`src/timer_cfg_defs.svh`:
```
// offsets, field positions, reset values and timing counts of the timer configuration block
`ifndef TIMER_CFG_DEFS_SVH
`define TIMER_CFG_DEFS_SVH

`define TMR_ADDR_W 10
`define TMR_ADDR_AB_IO 10'h124
`define TMR_ADDR_CD_IO 10'h125
`define TMR_ADDR_MODE 10'h120
`define TMR_ADDR_CTRL_ONE 10'h121
`define TMR_ADDR_CTRL_TWO 10'h122
`define TMR_ADDR_FILTER 10'h126
`define TMR_ADDR_FAST_OSC 10'h127
`define TMR_ADDR_PORT3_DIR 10'h128
`define TMR_ADDR_STATUS 10'h12F

`define TMR_IO_RESET 8'h88
`define TMR_AB_UNUSED_MASK 8'h80
`define TMR_CD_UNUSED_MASK 8'h88
`define TMR_READ_UNMAPPED 8'h00

`define TMR_IO_LO_MODE_SEL 2
`define TMR_IO_CAP_SRC 3
`define TMR_IO_HI_MODE_SEL 6
`define TMR_MODE_BUF_C 4
`define TMR_MODE_BUF_D 5
`define TMR_FILT_TRIG_LSB 4
`define TMR_P3_BIT3 3

`define TMR_PRESC_W 5
`define TMR_CLK_PERIOD_NS 40
`define TMR_EXT_MIN_PULSE_CYC 3

`endif

```
`src/timer_cfg_pkg.sv`:
```
// types shared by the timer configuration block
package timer_cfg_pkg;

  typedef enum logic [1:0] {
    MODE_TIMER = 2'b00,
    MODE_PWM = 2'b01,
    MODE_PWM2 = 2'b10,
    MODE_RSVD = 2'b11
  } mode_t;

  typedef enum logic [2:0] {
    SEL_F1 = 3'b000,
    SEL_F2 = 3'b001,
    SEL_F4 = 3'b010,
    SEL_F8 = 3'b011,
    SEL_F32 = 3'b100,
    SEL_EXT = 3'b101,
    SEL_FAST = 3'b110,
    SEL_NONE = 3'b111
  } clk_sel_t;

  typedef struct packed {
    logic pulse;
    logic s3;
    logic s2;
    logic s1;
  } edge_state_t;

  typedef struct packed {
    logic [7:0] ab_io;
    logic [7:0] cd_io;
    mode_t mode;
    logic buf_c;
    logic buf_d;
    clk_sel_t clk_sel;
    logic [1:0] trig_edge;
    logic [3:0] filt_cap;
    logic [1:0] trig_cfg;
    logic fast_on;
    logic p33_dir;
    logic [4:0] presc;
    logic [7:0] rdata;
    logic cnt_en;
    logic [3:0] cap_eff;
    logic [7:0] ctrl_eff;
    logic cap_a_trig;
    logic [3:0] filt_eff;
    logic [1:0] trig_eff;
  } state_t;

endpackage : timer_cfg_pkg

```
`src/edge_if.sv`:
```
// level in, synchronised level and rising-edge pulse out
`timescale 1ns/1ns
interface edge_if;
  logic level;
  logic sync;
  logic pulse;
  modport det (input level, output sync, output pulse);
  modport user (output level, input sync, input pulse);
endinterface : edge_if

```
`src/edge_sync.sv`:
```
// two-stage synchroniser with single-cycle rising-edge pulse
`timescale 1ns/1ns
module edge_sync (
  // clock and reset
  input wire logic clk_in,
  input wire logic rst_in,
  // pin side and detector outputs
  edge_if.det e
);
  import timer_cfg_pkg::*;

  edge_state_t st_q;
  edge_state_t st_d;

  always_comb begin
    st_d = st_q;
    st_d.s1 = e.level;
    st_d.s2 = st_q.s1;
    st_d.s3 = st_q.s2;
    st_d.pulse = st_q.s2 & ~st_q.s3;
  end

  always_ff @(posedge clk_in) begin
    if (rst_in) begin
      st_q <= '0;
    end else begin
      st_q <= st_d;
    end
  end

  assign e.sync = st_q.s2;
  assign e.pulse = st_q.pulse;
endmodule : edge_sync

```
`src/timer_channel_mode_and_clock_select.sv`:
```
// channel mode, capture source and count source selection of the timer
//
// Contract
// channel A mode bit: 0 compare, 1 capture
// channel B mode bit: 0 compare, 1 capture
// channel C mode bit: 0 compare, 1 capture
// channel D mode bit: 0 compare, 1 capture
// A capture source: 0 slow clock, 1 pin
// A source switch only in capture mode
// io control acts only in timer mode
// software matches C mode to A when buffered
// software matches D mode to B when buffered
// unused io control bits read as one
// capture filter bits only for capture channels
// trigger bits only PWM2 with trigger enabled
// count source same in every mode
// select divide by 1,2,4,8,32
// 110b picks fast clock when oscillator on
// 101b counts external edges, input direction
// software enables oscillator before selecting 110b
// external pulses last three clocks minimum
// synchronise pin, one-cycle count enable
//
// Design decision made here: the address-and-strobe port.
`timescale 1ns/1ns
`include "timer_cfg_defs.svh"
module timer_channel_mode_and_clock_select (
  // clock and reset
  input wire logic clk_in,
  input wire logic rst_in,
  // register port
  input wire logic [`TMR_ADDR_W-1:0] addr_in,
  input wire logic [7:0] wdata_in,
  input wire logic wr_in,
  input wire logic rd_in,
  output logic [7:0] rdata_out,
  // clock and capture sources
  input wire logic ext_count_clock_pin_in,
  input wire logic channel_a_pin_in,
  input wire logic slow_onchip_divided_clock_in,
  input wire logic fast_onchip_clock_in,
  // effects on the timer core
  output logic count_en_out,
  output logic [3:0] chan_capture_out,
  output logic [7:0] chan_ctrl_out,
  output logic chan_a_capture_trig_out,
  output logic [3:0] filter_cap_en_out,
  output logic [1:0] trig_cfg_out,
  output timer_cfg_pkg::mode_t timer_mode_out,
  output logic buffer_c_for_a_out,
  output logic buffer_d_for_b_out
);
  import timer_cfg_pkg::*;

  state_t st_q;
  state_t st_d;
  logic timer_mode;
  logic [3:0] mode_bits;
  logic [7:0] ctrl_bits;

  edge_if ext_if ();
  edge_if pina_if ();
  edge_if slow_if ();

  assign ext_if.level = ext_count_clock_pin_in;
  assign pina_if.level = channel_a_pin_in;
  assign slow_if.level = slow_onchip_divided_clock_in;

  edge_sync ext_sync (
    .clk_in(clk_in),
    .rst_in(rst_in),
    .e(ext_if.det)
  );

  edge_sync pina_sync (
    .clk_in(clk_in),
    .rst_in(rst_in),
    .e(pina_if.det)
  );

  edge_sync slow_sync (
    .clk_in(clk_in),
    .rst_in(rst_in),
    .e(slow_if.det)
  );

  assign timer_mode = (st_q.mode == MODE_TIMER);
  assign mode_bits = {st_q.cd_io[`TMR_IO_HI_MODE_SEL], st_q.cd_io[`TMR_IO_LO_MODE_SEL],
                      st_q.ab_io[`TMR_IO_HI_MODE_SEL], st_q.ab_io[`TMR_IO_LO_MODE_SEL]};
  assign ctrl_bits = {st_q.cd_io[5:4], st_q.cd_io[1:0], st_q.ab_io[5:4], st_q.ab_io[1:0]};

  always_comb begin
    st_d = st_q;
    st_d.presc = st_q.presc + 5'h01;
    // register writes; unassigned io bits are not stored
    if (wr_in) begin
      case (addr_in)
        `TMR_ADDR_AB_IO: begin
          st_d.ab_io = wdata_in & ~`TMR_AB_UNUSED_MASK;
        end
        `TMR_ADDR_CD_IO: begin
          st_d.cd_io = wdata_in & ~`TMR_CD_UNUSED_MASK;
        end
        `TMR_ADDR_MODE: begin
          st_d.mode = mode_t'(wdata_in[1:0]);
          st_d.buf_c = wdata_in[`TMR_MODE_BUF_C];
          st_d.buf_d = wdata_in[`TMR_MODE_BUF_D];
        end
        `TMR_ADDR_CTRL_ONE: begin
          st_d.clk_sel = clk_sel_t'(wdata_in[2:0]);
        end
        `TMR_ADDR_CTRL_TWO: begin
          st_d.trig_edge = wdata_in[1:0];
        end
        `TMR_ADDR_FILTER: begin
          st_d.filt_cap = wdata_in[3:0];
          st_d.trig_cfg = wdata_in[`TMR_FILT_TRIG_LSB+1:`TMR_FILT_TRIG_LSB];
        end
        `TMR_ADDR_FAST_OSC: begin
          st_d.fast_on = wdata_in[0];
        end
        `TMR_ADDR_PORT3_DIR: begin
          st_d.p33_dir = wdata_in[`TMR_P3_BIT3];
        end
        default: begin
        end
      endcase
    end
    // read data stands in the cycle after the strobe only
    st_d.rdata = 8'h00;
    if (rd_in) begin
      case (addr_in)
        `TMR_ADDR_AB_IO: st_d.rdata = st_q.ab_io | `TMR_AB_UNUSED_MASK;
        `TMR_ADDR_CD_IO: st_d.rdata = st_q.cd_io | `TMR_CD_UNUSED_MASK;
        `TMR_ADDR_MODE: st_d.rdata = {2'h0, st_q.buf_d, st_q.buf_c, 2'h0, st_q.mode};
        `TMR_ADDR_CTRL_ONE: st_d.rdata = {5'h00, st_q.clk_sel};
        `TMR_ADDR_CTRL_TWO: st_d.rdata = {6'h00, st_q.trig_edge};
        `TMR_ADDR_FILTER: st_d.rdata = {2'h0, st_q.trig_cfg, st_q.filt_cap};
        `TMR_ADDR_FAST_OSC: st_d.rdata = {7'h00, st_q.fast_on};
        `TMR_ADDR_PORT3_DIR: st_d.rdata = {4'h0, st_q.p33_dir, 3'h0};
        `TMR_ADDR_STATUS: st_d.rdata = {3'h0, timer_mode, st_q.cap_eff};
        default: st_d.rdata = `TMR_READ_UNMAPPED;
      endcase
    end
    // count source, independent of the operating mode
    case (st_q.clk_sel)
      SEL_F1: st_d.cnt_en = 1'b1;
      SEL_F2: st_d.cnt_en = st_q.presc[0];
      SEL_F4: st_d.cnt_en = &st_q.presc[1:0];
      SEL_F8: st_d.cnt_en = &st_q.presc[2:0];
      SEL_F32: st_d.cnt_en = &st_q.presc[4:0];
      SEL_EXT: st_d.cnt_en = ext_if.pulse & ~st_q.p33_dir;
      SEL_FAST: st_d.cnt_en = fast_onchip_clock_in & st_q.fast_on;
      default: st_d.cnt_en = 1'b0;
    endcase
    // io control only governs channels in timer mode
    st_d.cap_eff = timer_mode ? mode_bits : 4'h0;
    st_d.ctrl_eff = timer_mode ? ctrl_bits : 8'h00;
    st_d.cap_a_trig = 1'b0;
    if (timer_mode && st_q.ab_io[`TMR_IO_LO_MODE_SEL]) begin
      st_d.cap_a_trig = st_q.ab_io[`TMR_IO_CAP_SRC] ? pina_if.sync : slow_if.sync;
    end
    st_d.filt_eff = st_q.filt_cap & st_d.cap_eff;
    st_d.trig_eff = ((st_q.mode == MODE_PWM2) && (st_q.trig_edge != 2'b00)) ?
                    st_q.trig_cfg : 2'b00;
  end

  always_ff @(posedge clk_in) begin
    if (rst_in) begin
      st_q <= '0;
      st_q.ab_io <= `TMR_IO_RESET & ~`TMR_AB_UNUSED_MASK;
      st_q.cd_io <= `TMR_IO_RESET & ~`TMR_CD_UNUSED_MASK;
    end else begin
      st_q <= st_d;
    end
  end

  assign rdata_out = st_q.rdata;
  assign count_en_out = st_q.cnt_en;
  assign chan_capture_out = st_q.cap_eff;
  assign chan_ctrl_out = st_q.ctrl_eff;
  assign chan_a_capture_trig_out = st_q.cap_a_trig;
  assign filter_cap_en_out = st_q.filt_eff;
  assign trig_cfg_out = st_q.trig_eff;
  assign timer_mode_out = st_q.mode;
  assign buffer_c_for_a_out = st_q.buf_c;
  assign buffer_d_for_b_out = st_q.buf_d;
endmodule : timer_channel_mode_and_clock_select

```
`config.mk`:
```
export PLATFORM = sky130hd
export DESIGN_NAME = timer_channel_mode_and_clock_select
export DESIGN_NICKNAME = d
export VERILOG_FILES = /design/src/timer_cfg_pkg.sv /design/src/edge_if.sv /design/src/edge_sync.sv /design/src/timer_channel_mode_and_clock_select.sv
export VERILOG_INCLUDE_DIRS = /design/src
export SDC_FILE = /design/constraint.sdc
export NUM_CORES = 1
export LEC_CHECK = 0
export ABC_AREA = 1
export BUFFER_PORTS_ARGS = -buffer_cell sky130_fd_sc_hd__buf_2
export CORE_ASPECT_RATIO = 0.6
export CORE_MARGIN = 2
export CORE_UTILIZATION = 60
export CTS_BUF_LIST = sky130_fd_sc_hd__clkbuf_4 sky130_fd_sc_hd__clkbuf_8
export DETAILED_ROUTE_END_ITERATION = 12
export PLACE_DENSITY = 0.85
export REMOVE_ABC_BUFFERS = 1
export SYNTH_ARGS = -nofsm -noshare
export SYNTH_HDL_FRONTEND = slang
export SYNTH_SLANG_ARGS = --single-unit
```
`constraint.sdc`:
```
create_clock -name clk_in -period 2.9 [get_ports clk_in]
set_input_delay 0.87 -clock clk_in [delete_from_list [all_inputs] [get_ports clk_in]]
set_output_delay 0.87 -clock clk_in [all_outputs]
set_load 0.005 [all_outputs]
```
# Word level (Yosys, flattened, before mapping)
# Index checks and enable logic that the tools add are counted.
# word_totals
inputBits	26
regBits	71
out_inout_bits	32
wordCells	78
# op_classes
n_mux	4
eq_ne	16
addsub	1
bitwise	10
n_reduce_logical	20
# op_table
cell	n
equality test 10 x 9 -> 1 bit, second input constant	9
case mux 8 bit (9 select lines)	1
AND reduction 2 bit	9
equality test 3 bit, second input constant	3
OR reduction 2 bit	4
case mux 1 bit (7 select lines)	1
equality test 3 x 2 -> 1 bit, second input constant	2
NOT 1 bit	6
adder 5 x 1 -> 5 bit, second input constant	1
AND reduction 5 bit	1
AND 4 bit	1
two-way mux 4 bit	1
AND 1 bit	3
equality test 3 x 1 -> 1 bit, second input constant	1
logical NOT 3 bit	1
AND reduction 3 bit	1
equality test 2 bit, second input constant	1
logical AND 1 bit	2
logical NOT 2 bit	1
nonzero test 2 bit	1
two-way mux 1 bit	1

# Logic depth before layout (Yosys ltp)
# logic_depth
word_depth	4
ltp_mapped	10

# Modules after synthesis
# A second synthesis with hierarchy kept.
# unflattened
hier_cells	407
area_unflattened_um2	3253.1
# by_module_without_submodules
module	area_each_um2	cells_each	n_inst
timer_channel_mode_and_clock_select	2907.8	371	1
edge_sync	115.1	12	3

# Worst setup path before layout
# No wires, ideal clock.
# synth_timing
kind	input to register
startpoint	input port addr_in[9]
endpoint	register st_q[36] (netlist name)
required_time_ns	2.784
slack_ns	1.000
path_buffers	1
cell_stages	9
arrival_ns	1.784
path_cell_list	inv_1 > nand2_2 > nor2_4 > nand2_4 > nor2_4 > nand2_2 > buf_6 > o21ai_1 > a21oi_1
# synth_via
elab_chain_cells	2
# synth_lines
element	line_no	rtl
from (decl)	timer_channel_mode_and_clock_select.sv:32	input wire logic [`TMR_ADDR_W-1:0] addr_in,
equality test 10 x 9 -> 1 bit	timer_channel_mode_and_clock_select.sv:97	case (addr_in)
AND reduction 2 bit (no line)	--	
to (signal assigned)	timer_channel_mode_and_clock_select.sv:174	st_q <= st_d;
to (decl)	timer_channel_mode_and_clock_select.sv:55	state_t st_q;
# No other way between the ends.
# A chain may end at the register's enable or synchronous reset.

# Final worst setup path
# layout_timing
startpoint	input port addr_in[9]
endpoint	register st_q (netlist bit ctrl_bits[5])
# The elaborated chain is that of the path after synthesis.

==> reports/qor.yml <==
cts_inserted_buffers: 9
outcome: "finished, final reports clean"
drtIter0Drc: 242
wl_met2_mm: 2.68
arrival_ps: 2240
grt_max_degree: 32
area_growth_pct: 9.69
worstMarginPinSlew_ps: 689
post_cts_buffers: 0
place_ws_ps: 564
criticalPathCategory: "primary input to flop"
die_height_um: 59.2
antenna_cells: 0
rsz0062_at_grt: "no"
hpwl_mm: 4.96
antenna_found_initial: 0
grt.total_usage: 0.251
synth-edff-count: 0
max-vdd-ir-drop_mv: 0.368
rows: 20
drc: 0
finalClockSkew_ps: 8.59
cts_buffer_depth: 2
hold_ws_ps: 397
synth_cells: 395
fin_crit_sh: 0.693
p_per_area_nw_per_um2: 535
async_reset_ff_frac: 0
finalNetCount: 455
yosysSeqAreaShare: 0.466
drv_cap: 0
startpoint_type: "primary input"
cts_tree: "yes"
grt_overflow_total: 0
routed.top_layer: "met4"
min_path_type: "flop to flop"
die_w_um: 96.0
critical_path_required_ps: 3130
intPower_mw: 1.33
num_vias: 2576
initial_core_util: 0.612
cp-end-kind: "flop"
crit_fanout: 12
seqPwrFrac: 0.551
grt_pass1_vias: 2228
cts_resized: 0
synth_ff_type: "dfxtp_1"
grt_pass1_wl_mm: 10.5
comb_power_share: 0.053
setup_tns_ps: 0
ctsHoldBuffers: 0
port_buffers: 56
maxSlewHeadroom: 0.539
io_pins: 58
wl_per_cell_um: 13.4
synthDistinctLibCells: 28
fmax_ghz: 0.497
syn_area_sq_um: 3050
htree_num_levels: 3
drv_slew: 0
p_leak_nw: 1.51
ant_nets: 0
synth_area_per_cell_sq_um: 7.72
cts.sinks: 71
routed_via_density: 5.18
clockPowerShare: 0.395
fin_ws_ps: 889
period_minus_slack_ps: 2010
swShare: 0.256
core_area_sq_um: 4980
clk_pin_slew_ps: 80
worstSkewPairLatency_ps: 350
wl_met3_um: 660
yosysWarningCount: 0
ys_ff_latch: 71
hold_viol_final: 0
p_switching_uw: 458
wl_mm: 6.65
setup_viol_count_final: 0
gp_congestion: 0.910
drive_above_1_share: 0.230
drt-met1-wl_mm: 3.19
drt_pass1_iterations: 5
die_area_sq_um: 5690
root_buffer: "clkbuf_8"
power groups by stage:
stage	sequential, mW	combinational (mW)	clock, mW
6_report	0.987	0.0954	0.708
5_1_grt	0.988	0.104	0.772
4_1_cts	0.987	0.0942	0.725
3_5_place_dp	1.01	0.0936	0
3_3_place_gp	1.01	0.0915	0
2_1_floorplan	1.01	0.0494	0
through the flow:
| stage | util | area (sq um) | std cells | total power, mW |
|---|---|---|---|---|
| 6_report | 0.671 | 3340 | 497 | 1.79 |
| 3_5_place_dp | 0.635 | 3160 | 481 | 1.10 |
| 3_3_place_gp | 0.635 | 3160 | 481 | 1.10 |
| 5_1_grt | 0.671 | 3340 | 497 | 1.86 |
| 2_1_floorplan | - | 2790 | 357 | 1.06 |
| 4_1_cts | 0.671 | 3340 | 497 | 1.81 |
cell type report:
| cell class | instances | area (sq um) |
|---|---|---|
| flip-flops and latches | 71 | 1420 |
| repair buffers | 58 | 295 |
| multi-input cells | 228 | 1150 |
| fillers | 444 | 1640 |
| inverters | 58 | 218 |
| clock buffers | 9 | 124 |
| well taps | 66 | 82.6 |
| clock inverters | 7 | 55.1 |
flip-flops by register name, summed over array words and instances, names as in the netlist, 2 cells and up:
name and flops:
st_q 19, chan_ctrl_out 8, ctrl_bits 8, rdata_out 8
chan_capture_out 4, filter_cap_en_out 4, mode_bits 4, timer_mode_out 2
trig_cfg_out 2
cells by family (layout without fill, tap and decap cells):
| logic type | after synthesis | after routing | synth area share |
|---|---|---|---|
| AO/OA/AOI/OAI | 71 | 71 | 0.121 |
| adder cells (fa/ha/maj) | 3 | 3 | 0.0123 |
| AND/OR/NAND/NOR | 153 | 153 | 0.240 |
| multiplexers | 1 | 1 | 0.00328 |
| buffers and inverters | 96 | 132 | 0.157 |
| flip-flops | 71 | 71 | 0.466 |
per-layer routing:
layer,global-route usage,vias up
met5,0,-
met4,0.0714,0
met1,0.362,1139
met3,0.0929,17
met2,0.352,124
li1,-,1296
synth_stat cells (5+ instances only):
cell	number	area (sq um)
nor3_1	7	35.0
inv_1	52	195
nor2_4	7	78.8
inv_2	6	22.5
dfxtp_1	71	1420
nand4_1	11	68.8
clkbuf_1	6	22.5
o21ai_0	23	115
nor2_2	5	31.3
a21oi_1	32	160
nor2_1	52	195
o21ai_1	11	55.1
nand3_1	20	100
buf_4	29	218
nand2_1	44	165
worst paths after layout:
check	endpoint	start	cells after the start	slack [ps]
worst min-delay path	ext_sync.e.pulse	ext_sync.st_q[2]	1	400
worst max register to register	chan_a_capture_trig_out	timer_mode_out[0]	3	1540
worst max-delay path	ctrl_bits[5]	addr_in[9]	9	890
worst min register to register	ext_sync.e.pulse	ext_sync.st_q[2]	1	400
critical path, stage by stage:
cell and delay, ps:
buf_2 100, inv_1 50, nand2_2 120, nor2_4 220, nand2_4 110, nor2_2 150
nand2_1 280, o21ai_0 280, a21oi_1 60
layout by cell type (no fill, tap or decap), drive strengths merged:
master and instances:
dfxtp 71, nor2 64, inv 61, buf 58, nand2 47, o21ai 34, a21oi 32, nand3 21
nand4 11, clkbuf 9, nor3 8, o22ai 3, ha 3, clkinvlp 2, clkinv 2, and3 1
o21bai 1, or2 1, mux2i 1, o2111ai 1
Power figures use the tool's default switching activity.
